[src/inc/sram_host_consts.svh]
`ifndef SRAM_HOST_CONSTS_SVH
`define SRAM_HOST_CONSTS_SVH

// Clock period in picoseconds (100 MHz)
`define CLK_PERIOD_PS        32'd10000
// Device timing figures in picoseconds
`define ADDRESS_ACCESS_PS    32'd29000
`define SELECT_ACCESS_PS     32'd29000
`define ENABLE_ACCESS_PS     32'd29000
`define READ_CYCLE_PS        32'd29000
`define GATE_ACCESS_PS       32'd9000
`define GATE_FLOAT_PS        32'd9000
`define SELECT_FLOAT_PS      32'd10000
`define ENABLE_FLOAT_PS      32'd11000
`define WRITE_PULSE_PS       32'd20000
`define WRITE_CYCLE_PS       32'd25000
`define DATA_SETUP_PS        32'd15000
`define WRITE_RECOVER_PS     32'd5000
`define WRITE_FLOAT_PS       32'd10000
`define WRITE_LOWZ_PS        32'd5000
// Least time to whole cycles, rounded up
`define CYC_MIN(ps) (((ps) + `CLK_PERIOD_PS - 32'd1) / `CLK_PERIOD_PS)
// Reset value of the address and data registers
`define ADDR_RESET           15'h0000
`define DATA_RESET           8'h00

`endif

[src/inc/sram_host_pkg.sv]
package sram_host_pkg;

	// Host sequencer states
	typedef enum logic [2:0] {
		ST_IDLE,
		ST_RD_WAIT,
		ST_RD_FLOAT,
		ST_WR_FLOAT,
		ST_WR_PULSE,
		ST_WR_RECOVER
	} host_state_type;

endpackage : sram_host_pkg

[src/design/cycle_timer.sv]
`timescale 1ns/1ps
`default_nettype none

// Loadable down counter; done while zero
module cycle_timer #(
	parameter int WIDTH = 8
) (
	// Clock and reset
	input  wire logic             clk_i,
	input  wire logic             rst_b_i,
	input  wire logic             clk_en_i,
	// Control
	input  wire logic             load_i,
	input  wire logic [WIDTH-1:0] count_i,
	output logic                  done_o
);

	logic [WIDTH-1:0] count_reg;

	// Count down to zero, reload on request
	always_ff @(posedge clk_i or negedge rst_b_i) begin
		if (!rst_b_i) begin
			count_reg <= '0;
		end else if (clk_en_i) begin
			if (load_i) begin
				count_reg <= count_i;
			end else if (count_reg != '0) begin
				count_reg <= count_reg - WIDTH'(1);
			end
		end
	end

	assign done_o = (count_reg == '0);

endmodule : cycle_timer

`default_nettype wire

[src/design/sram_host.sv]
`timescale 1ns/1ps
`default_nettype none
`include "sram_host_consts.svh"

module sram_host
	import sram_host_pkg::*;
#(
	parameter int ADDR_WIDTH = 15,
	parameter int DATA_WIDTH = 8,
	parameter int TIMER_WIDTH = 8
) (
	// Clock, reset and enable
	input  wire logic                  clk_i,
	input  wire logic                  rst_b_i,
	input  wire logic                  clk_en_i,
	// User request
	input  wire logic                  req_valid_i,
	input  wire logic                  req_write_i,
	input  wire logic [ADDR_WIDTH-1:0] req_addr_i,
	input  wire logic [DATA_WIDTH-1:0] req_wdata_i,
	output logic                       req_ready_o,
	// User read answer
	output logic                       rsp_valid_o,
	output logic [DATA_WIDTH-1:0]      rsp_rdata_o,
	// Memory pins
	output logic [ADDR_WIDTH-1:0]      addr_o,
	output logic                       select_low_o,
	output logic                       enable_o,
	output logic                       write_strobe_low_o,
	output logic                       output_gate_low_o,
	input  wire logic [DATA_WIDTH-1:0] dq_i,
	output logic [DATA_WIDTH-1:0]      dq_o,
	output logic                       dq_oe_o
);

	// Cycle counts derived from the device figures
	localparam logic [TIMER_WIDTH-1:0] RD_ACCESS_CYC = TIMER_WIDTH'(`CYC_MIN(`ADDRESS_ACCESS_PS));
	localparam logic [TIMER_WIDTH-1:0] RD_FLOAT_CYC  = TIMER_WIDTH'(`CYC_MIN(`GATE_FLOAT_PS));
	localparam logic [TIMER_WIDTH-1:0] WR_FLOAT_CYC  = TIMER_WIDTH'(`CYC_MIN(`WRITE_FLOAT_PS));
	localparam logic [TIMER_WIDTH-1:0] WR_PULSE_CYC  = TIMER_WIDTH'(`CYC_MIN(`WRITE_PULSE_PS));
	localparam logic [TIMER_WIDTH-1:0] WR_RECOV_CYC  = TIMER_WIDTH'(`CYC_MIN(`WRITE_CYCLE_PS - `WRITE_PULSE_PS));

	host_state_type              state_reg;
	host_state_type              state_next;
	logic                        timer_load;
	logic [TIMER_WIDTH-1:0]      timer_count;
	logic                        timer_done;
	logic                        take_req;
	logic [ADDR_WIDTH-1:0]       addr_reg;
	logic [DATA_WIDTH-1:0]       wdata_reg;
	logic                        dq_oe_reg;
	logic                        strobe_low_reg;
	logic                        gate_low_reg;
	logic                        rsp_valid_reg;
	logic [DATA_WIDTH-1:0]       rdata_reg;

	// Phase timer
	cycle_timer #(
		.WIDTH(TIMER_WIDTH)
	) u_timer (
		.clk_i   (clk_i),
		.rst_b_i (rst_b_i),
		.clk_en_i(clk_en_i),
		.load_i  (timer_load),
		.count_i (timer_count),
		.done_o  (timer_done)
	);

	assign take_req    = req_valid_i && req_ready_o;
	assign req_ready_o = (state_reg == ST_IDLE);

	// Next state and timer loads
	always_comb begin
		state_next  = state_reg;
		timer_load  = 1'b0;
		timer_count = '0;
		case (state_reg)
			ST_IDLE: begin
				if (take_req && req_write_i) begin
					state_next  = ST_WR_FLOAT;
					timer_load  = 1'b1;
					timer_count = WR_FLOAT_CYC;
				end else if (take_req) begin
					state_next  = ST_RD_WAIT;
					timer_load  = 1'b1;
					timer_count = RD_ACCESS_CYC;
				end
			end
			ST_RD_WAIT: begin
				if (timer_done) begin
					state_next  = ST_RD_FLOAT;
					timer_load  = 1'b1;
					timer_count = RD_FLOAT_CYC;
				end
			end
			ST_RD_FLOAT: begin
				if (timer_done) begin
					state_next = ST_IDLE;
				end
			end
			ST_WR_FLOAT: begin
				if (timer_done) begin
					state_next  = ST_WR_PULSE;
					timer_load  = 1'b1;
					timer_count = WR_PULSE_CYC;
				end
			end
			ST_WR_PULSE: begin
				if (timer_done) begin
					state_next  = ST_WR_RECOVER;
					timer_load  = 1'b1;
					timer_count = WR_RECOV_CYC;
				end
			end
			ST_WR_RECOVER: begin
				if (timer_done) begin
					state_next = ST_IDLE;
				end
			end
			default: begin
				state_next = ST_IDLE;
			end
		endcase
	end

	// State register
	always_ff @(posedge clk_i or negedge rst_b_i) begin
		if (!rst_b_i) begin
			state_reg <= ST_IDLE;
		end else if (clk_en_i) begin
			state_reg <= state_next;
		end
	end

	// Address and write data latch; stable for whole cycle
	always_ff @(posedge clk_i or negedge rst_b_i) begin
		if (!rst_b_i) begin
			addr_reg  <= `ADDR_RESET;
			wdata_reg <= `DATA_RESET;
		end else if (clk_en_i && take_req) begin
			addr_reg  <= req_addr_i;
			wdata_reg <= req_wdata_i;
		end
	end

	// Write strobe: low only during pulse phase
	always_ff @(posedge clk_i or negedge rst_b_i) begin
		if (!rst_b_i) begin
			strobe_low_reg <= 1'b1;
		end else if (clk_en_i) begin
			strobe_low_reg <= !(state_next == ST_WR_PULSE);
		end
	end

	// Output gate: low only while reading
	always_ff @(posedge clk_i or negedge rst_b_i) begin
		if (!rst_b_i) begin
			gate_low_reg <= 1'b1;
		end else if (clk_en_i) begin
			gate_low_reg <= !(state_next == ST_RD_WAIT);
		end
	end

	// Data drive: only while the strobe is low
	always_ff @(posedge clk_i or negedge rst_b_i) begin
		if (!rst_b_i) begin
			dq_oe_reg <= 1'b0;
		end else if (clk_en_i) begin
			dq_oe_reg <= (state_next == ST_WR_PULSE);
		end
	end

	// Capture read data after access time
	always_ff @(posedge clk_i or negedge rst_b_i) begin
		if (!rst_b_i) begin
			rdata_reg     <= `DATA_RESET;
			rsp_valid_reg <= 1'b0;
		end else if (clk_en_i) begin
			rsp_valid_reg <= 1'b0;
			if (state_reg == ST_RD_WAIT && timer_done) begin
				rdata_reg     <= dq_i;
				rsp_valid_reg <= 1'b1;
			end
		end
	end

	// Select and enable held active; cycles paced by address and strobe
	assign select_low_o       = 1'b0;
	assign enable_o           = 1'b1;
	assign addr_o             = addr_reg;
	assign write_strobe_low_o = strobe_low_reg;
	assign output_gate_low_o  = gate_low_reg;
	assign dq_o               = wdata_reg;
	assign dq_oe_o            = dq_oe_reg;
	assign rsp_valid_o        = rsp_valid_reg;
	assign rsp_rdata_o        = rdata_reg;

endmodule : sram_host

`default_nettype wire

[config.mk]
export PLATFORM = sky130hd
export DESIGN_NAME = sram_host
export DESIGN_NICKNAME = d
export VERILOG_FILES = /design/src/inc/sram_host_pkg.sv /design/src/design/cycle_timer.sv /design/src/design/sram_host.sv
export VERILOG_INCLUDE_DIRS = /design/src /design/src/inc
export SDC_FILE = /design/constraint.sdc
export NUM_CORES = 1
export LEC_CHECK = 0
export BUFFER_PORTS_ARGS = -buffer_cell sky130_fd_sc_hd__buf_2
export CORE_AREA = 2 2 79 62
export CTS_BUF_LIST = sky130_fd_sc_hd__clkbuf_8
export CTS_CLUSTER_DIAMETER = 50
export DETAILED_ROUTE_END_ITERATION = 8
export DIE_AREA = 0 0 81 64
export PLACE_DENSITY = 0.77
export SYNTH_ARGS = -nofsm -noshare
export SYNTH_HDL_FRONTEND = slang
export SYNTH_HIERARCHICAL = 1
export SYNTH_SLANG_ARGS = --single-unit
[constraint.sdc]
create_clock -name clk_i -period 4.2 [get_ports clk_i]
set_clock_uncertainty 0.05 [all_clocks]
set_input_delay 1.26 -clock clk_i [delete_from_list [all_inputs] [get_ports clk_i]]
set_output_delay 1.26 -clock clk_i [all_outputs]
set_load 0.05 [all_outputs]
* Word level (Yosys, flattened, before mapping)
Index checks and enable logic that the tools add are counted.
** Word-level totals
- Register bits after elaboration :: 46
- Word-level logic and storage cells :: 51
** Operators by class
- $add $sub $neg :: 1
- Equal/unequal tests :: 7
- Mux-type cells :: 19
- Reduce and logical (&&, ||, !) cells :: 15
** Operators with widths (count)
- two-way mux 3 bit :: 6
- two-way mux 8 bit :: 2
- case mux 3 bit (5 select lines) :: 1
- == test 3 bit, second input constant :: 3
- logical NOT 8 bit :: 1
- nonzero test 8 bit :: 1
- subtractor 8 x 1 -> 8 bit, second input constant :: 1
- == test 3 x 1 -> 1 bit, second input constant :: 2
- == test 3 x 2 -> 1 bit, second input constant :: 2
- two-way mux 2 bit :: 3
- case mux 2 bit (3 select lines) :: 1
- two-way mux 1 bit :: 5
- logical AND 1 bit :: 4
- AND reduction 2 bit :: 2
- OR reduction 2 bit :: 2
- logical NOT 3 bit :: 1
- OR reduction 3 bit :: 1
- logical NOT 1 bit :: 2
- case mux 1 bit (2 select lines) :: 1
- nonzero test 2 bit :: 1

* Longest topological paths before layout
Gate-level depths: netlist (run 1).
- Word-level depth :: 7
- Depth in mapped cells :: 13
- Gate-level depth less buffers :: 10

* Modules after synthesis
The synthesis (run 1) kept the hierarchy.
** By module, submodules not included
- sram_host :: times used 1, cells an instance 116, area each 1682.9 sq um, seq. area each 953.4 sq um
- cycle_timer :: times used 1, cells an instance 60, area each 521.8 sq um, seq. area each 200.2 sq um

* Worst setup path after synthesis (run 1)
OpenSTA, ideal clock, no wires.
- Path type :: register to register
- From :: register u_timer.count_reg[0]
- To :: register u_timer.count_reg[7]
- Arrival :: 3.002 ns
- Path slack :: 1.020 ns
- Stages on the path, launching flop included :: 14
- Path buffers :: 3
- Period minus slack after synthesis :: 3.180 ns
- Cell sequence :: dfrtp_1 inv_1 ha_1 or3b_1 buf_2 nor2_1 mux2i_1 or2_2 o21ai_0 clkbuf_1 buf_2 a21oi_1 o21ai_0 nand3_1
** Between the ends
- Longest elaborated chain between the ends :: 5
** Ends and longest elaborated chain
- from (decl) :: RTL line cycle_timer.sv:18 : logic [WIDTH-1:0] count_reg;
- from (signal assigned) :: RTL line cycle_timer.sv:26 : count_reg <= count_i;
- from (signal assigned) :: RTL line cycle_timer.sv:28 : count_reg <= count_reg - WIDTH'(1);
- logical NOT 8 bit (*) :: RTL line cycle_timer.sv:33 : assign done_o = (count_reg == '0);
- via timer_done :: RTL line sram_host.sv:47 : logic timer_done;
- two-way mux 1 bit (*) :: RTL line sram_host.sv:90, sram_host.sv:102, sram_host.sv:109
- case mux 1 bit (2 select lines) (*) :: RTL line sram_host.sv:77 : case (state_reg)
- via timer_load :: RTL line sram_host.sv:45 : logic timer_load;
- nonzero test 2 bit (no source line)
- AND reduction 2 bit (no source line)
The timed path passes the listed nets; every way through them passes the cells marked *. The select of a mux whose other input is x is not followed.
A chain may end at the register's enable or synchronous reset.

* Final worst setup path (run 1)
- From :: register u_timer.count_reg[0]
- To :: register u_timer.count_reg[5]
The elaborated chain is that of the path after synthesis.

==> impl_metrics.toml, run 1 <==
[min_path]
hold_class = "flop to flop"

[setup_path]
crit_path_frequent_cell = "buf_4"
cp-start-kind = "flop"
cpMaxStageDelayCell = "or3b_1"
crit_type = "flop to flop"
crit_chain = "inv_1 > ha_1 > or3b_1 > nor2_1 > buf_4 > mux2i_1 > or2_2 > o21ai_1 > buf_4 > o31ai_4 > or4_1 > nand3_1"
setup.worst_path.end_class = "flop"
crit_required_ps = 4380
arrival_ps = 3270
worstPathMaxFanout = 21
slowest_delay_ps = 490

[yosys]
async_flop_share = 1.00
syn_area_sq_um = 2200
ys_seq_elements = 46
synth_warnings = 6
ys_seq_area_frac = 0.523
synth_edf_count = 0
yosysUniqueCellTypes = 50
syn_area_per_cell_sq_um = 12.5
synth-main-ff-cell = "dfrtp_1"
synthCells = 176

[cells_and_area]
layout.cells.non_filler = 308
largest_reg_flops = 15
final_nets = 287
drive_gt1_frac = 0.490
diodes = 0
final_common_cell = "buf_2"
final_cell_mix = "71 x buf_2, 44 x dfrtp_1, 21 x mux2_2, 10 x mux2_4, 9 x o21ai_0"
final_util = 0.613
syn_to_final_growth_pct = 21.2

[place]
dp.final_hpwl_um = 3010
gp_congestion = 0.786
place_inst = 300
port_buffers = 71

[timing]
worst_pin_slew_ps = 985
setup_violations = 0
drv_slew = 0
period_share = 0.735
slew_headroom = 0.344
rsz0062_at_grt = "false"
tns_ps = 0
fmax_mhz = 324
hold_viol = 0
period_needed_ps = 3090

[clocking]
hold_buffers = 0
numCtsBuffers = 5
cts.sinks = 46
cts_tree = "yes"
post_cts_buffers = 0
ctsResizeCount = 0
htree_levels = 2
root_buffer = "clkbuf_8"
clk_latency_ps = 290
clock_path_buffers = 2
clk_pin_slew_ps = 90

[drt]
totalWireLength_um = 4110
top_layer = "met4"
wirelength_met1_um = 1970
viasPerCell = 5.09
drt_iter0_drc = 105
wl_met3_um = 291
vias = 1568
ant_nets = 0
dr.pass1.iters = 4
route.met2.wl_um = 1830
drc_errors = 0
routedWlPerCell_um = 13.3

[pwr]
p_leak_nw = 1.43
power_density_nw_per_um2 = 358
irDropWorstVdd_mv = 0.210

[floorplan]
ioPinCount = 74
dieArea_sq_um = 5180
core_region_area_sq_um = 4360
die_y_um = 64
die-width_um = 81
rows = 21
initial_utilization = 0.505

[global_routing]
antenna_found_initial = 0
grt.total_usage = 0.173
first_global_vias = 1507
overflow = 0
grt_first_pass_wirelength_um = 6960
grt_max_degree = 47

[job]
cap_violations = 0

[status]
status = "completed"
synthesized netlist by cell type, drive strengths merged, types with 3 or more instances:
library cell  count  area share
nand3             4       0.015
dfrtp            44        0.50
mux2             31        0.18
a21oi             6       0.014
nor3              5       0.011
nor2              9       0.019
nand2             5      0.0085
clkbuf            3      0.0051
o21ai            13       0.030
buf               9       0.032
nand2b            3      0.0085
inv               6       0.010
report_power, final:
part / internal (mW) / total, mW / switching [mW]
clock: 0.115 / 0.260 / 0.145
sequential: 0.480 / 0.519 / 0.0386
combinational: 0.0644 / 0.177 / 0.113
total: 0.660 / 0.956 / 0.296
routing by layer:
metal,vias to the layer above,GRT usage
li1,772,-
met1,736,0.247
met2,58,0.262
met3,2,0.0395
met4,0,0.0508
met5,-,0
cell type report:
cell class	instances	area, sq um
Multi-Input combinational cell	118	968
Fill cell	371	1690
Clock inverter	3	17.5
Inverter	6	22.5
Timing Repair Buffer	73	370
Tap cell	57	71.3
Sequential cell	46	1150
Clock buffer	5	68.8
metrics by stage:
stage	setup slack (ps)	area [sq um]	power (mW)	hold WS, ps
floorplan	1020	2230	0.646	430
global placement	1260	2590	0.697	408
detailed placement	1180	2590	0.704	413
CTS	1140	2670	0.964	433
global route	923	2670	1.01	463
finish	1110	2670	0.956	428
critical path, delay by kind of cell (launching register included):
family                     cells  cell delay, ps
AOI/OAI and AO/OA              2             250
adders and majority gates      1             190
buffers and inverters          3             510
DFF                            1             430
muxes                          1              70
and+or+nand+nor                5            1520
worst paths after layout:
| path | startpoint | to | slack [ps] | cells after the start |
|---|---|---|---|---|
| setup / recovery | u_timer/count_reg[0]$_DFFE_PN0P_ | u_timer/count_reg[5]$_DFFE_PN0P_ | 1110 | 12 |
| hold / removal | dq_oe_o$_DFFE_PN0P_ | dq_oe_o$_DFFE_PN0P_ | 430 | 1 |
| setup reg to reg | u_timer/count_reg[0]$_DFFE_PN0P_ | u_timer/count_reg[5]$_DFFE_PN0P_ | 1110 | 12 |
| hold reg to reg | dq_oe_o$_DFFE_PN0P_ | dq_oe_o$_DFFE_PN0P_ | 430 | 1 |
| max in group asynchronous | rst_b_i | rsp_rdata_o[7]$_DFFE_PN0P_ | 2410 | 1 |
| min in group asynchronous | rst_b_i | u_timer/count_reg[3]$_DFFE_PN0P_ | 1070 | 1 |
cells by family (layout without fill, tap and decap cells):
| group | Yosys count | count (layout) | share of synthesized area |
|---|---|---|---|
| other | 2 | 8 | 0.00341 |
| muxes | 33 | 33 | 0.184 |
| AOI/OAI and AO/OA | 33 | 33 | 0.100 |
| and+or+nand+nor | 43 | 43 | 0.135 |
| DFF | 46 | 46 | 0.523 |
| buffers and inverters | 18 | 87 | 0.0477 |
| adders and majority gates | 1 | 1 | 0.00567 |
No activity file was read; power rests on OpenSTA's default activity.
==> inputs of run 2 (changes only) <==
- CORE_AREA: 2 2 79 62 -> 2 2 83 65
- DIE_AREA: 0 0 81 64 -> 0 0 85 67
- PLACE_DENSITY: 0.77 -> 0.73
- clock period: 4.2 -> 2.5 ns (I/O delays scaled with it)
==> run 2 against run 1 <==
- sequential power grew 65%
- non-clock buffer count is 9 higher
- cell count increased by 3.9%
- clock power rose by 110%
- first-iteration DRC count decreased by 56%
- flip-flop and latch count unchanged
- power rose by 84%
- critical path type unchanged
==> impl_metrics.toml, run 2 (synthesis results as in run 1) <==
[status]
status = "completed"

[global_routing]
grt.total_usage = 0.164
first_global_vias = 1645
grt_first_pass_wirelength_um = 7290
grt_max_degree = 27
overflow = 0
antenna_found_initial = 0

[setup_path]
arrival_ps = 2590
crit_type = "flop to flop"
cp-start-kind = "flop"
slowest_delay_ps = 600
crit_required_ps = 2680
crit_chain = "or4_4 > nor2_4 > mux2i_1 > or2_4 > o21ai_4 > o31ai_4 > or4_1 > nand3_1"
crit_buf_inv = 0
cpMaxStageDelayCell = "or4_4"
setup.worst_path.end_class = "flop"
worstPathMaxFanout = 4
critPathTopFamily = "simple AND/OR/NAND/NOR gates"

[floorplan]
dieArea_sq_um = 5700
core_region_area_sq_um = 4820
die-width_um = 85
ioPinCount = 74
initial_utilization = 0.458
rows = 22
die_y_um = 67

[clocking]
cts.sinks = 46
cts_tree = "yes"
numCtsBuffers = 5
clk_pin_slew_ps = 90
htree_levels = 2
hold_buffers = 0
clock_path_buffers = 2
root_buffer = "clkbuf_8"
clk_latency_ps = 290

[timing]
period_needed_ps = 2400
setup_violations = 0
drv_slew = 0
fmax_mhz = 416
tns_ps = 0
rsz0062_at_grt = "false"
period_share = 0.961
layout_setup_ws_ps = 96.3
hold_viol = 0
worst_pin_slew_ps = 593
slew_headroom = 0.605

[drt]
ant_nets = 0
viasPerCell = 5.09
drc_errors = 0
totalWireLength_um = 4500
dr.pass1.iters = 4
drt_iter0_drc = 46
routedWlPerCell_um = 14.1
vias = 1629

[place]
port_buffers = 71
pre_cts_ws_ps = 2.85
gp_congestion = 0.792
dp.final_hpwl_um = 3380

[pwr]
seq_power_share = 0.487
sw_frac_of_total = 0.291
p_leak_nw = 1.48
irDropWorstVdd_mv = 0.443
power.switching_uw = 512
p_int_mw = 1.25
power_density_nw_per_um2 = 629
p_comb_frac = 0.200
total_power_mw = 1.76
clkPwrFrac = 0.313

[cells_and_area]
final_util = 0.582
final_common_cell = "buf_2"
nFillCells = 415
final_nets = 296
syn_to_final_growth_pct = 27.1
final_cell_mix = "71 x buf_2, 44 x dfrtp_1, 21 x mux2_2, 10 x mux2_4, 10 x buf_4"
largest_reg_flops = 15
drive_gt1_frac = 0.523
diodes = 0

[job]
cap_violations = 0

[min_path]
hold_class = "input port to async pin"
-- run 2: cell count changes in the layout (fill, tap and decap cells not counted), sizes merged --
cell,before,now
buf,73,82
bufinv,0,1
clkinv,2,1
-- run 2: power groups by stage --
| stage | clock network [mW] | registers (mW) | logic, mW |
|---|---|---|---|
| finish | 0.552 | 0.857 | 0.353 |
| global route | 0.601 | 0.869 | 0.394 |
| CTS | 0.570 | 0.862 | 0.335 |
| detailed placement | 0 | 0.875 | 0.335 |
| global placement | 0 | 0.873 | 0.326 |
| floorplan | 0 | 0.936 | 0.160 |
-- run 2: path summary, 6_finish.rpt --
path                                                       start  cells past startpoint  slack [ps]                               end
worst min-delay path                                     rst_b_i                      1         400  u_timer/count_reg[5]$_DFFE_PN0P_
worst min register to register    write_strobe_low_o$_DFFE_PN1P_                      2         430    write_strobe_low_o$_DFFE_PN1P_
min in group clk_i                write_strobe_low_o$_DFFE_PN1P_                      2         430    write_strobe_low_o$_DFFE_PN1P_
worst max register to register  u_timer/count_reg[6]$_DFFE_PN0P_                      8         100  u_timer/count_reg[5]$_DFFE_PN0P_
max in group asynchronous                                rst_b_i                      2        1410               dq_o[3]$_DFFE_PN0P_
worst max-delay path            u_timer/count_reg[6]$_DFFE_PN0P_                      8         100  u_timer/count_reg[5]$_DFFE_PN0P_
-- run 2: metal layers --
metal,track usage,routed length (um),share of wire
met3,0.0359,220,0.049
met2,0.289,2240,0.50
met4,0.0635,34,0.0076
met1,0.196,2010,0.45
met5,0,0,0
-- run 2: per-stage QoR --
stage,hold slack [ps],cells,instance area [sq um]
floorplan,404,182,2270
global placement,418,311,2670
detailed placement,425,311,2670
CTS,422,319,2790
global route,432,320,2800
finish,400,320,2800
-- run 2: final cells by class --
type / instances / area, sq um / area share
repair buffers: 82 / 445 / 0.159
flip-flops and latches: 46 / 1150 / 0.412
multi-input cells: 118 / 992 / 0.354
inverters: 6 / 22.5 / 0.00804
clock inverters: 3 / 43.8 / 0.0156
clock buffers: 5 / 68.8 / 0.0246
well taps: 60 / 75.1 / 0.0268
-- run 2: timing repair --
action	in CTS	in global routing
setup endpoints to repair	1	6
setup buffers	0	1
pin swaps	0	1
gates resized for setup	1	3
-- run 2: worst register-to-register path: cells and delay by family (launching register included) --
family	cells	cell delay, ps
multiplexers	1	70
AO/OA/AOI/OAI	2	280
flip-flops	1	410
AND/OR/NAND/NOR	5	1550
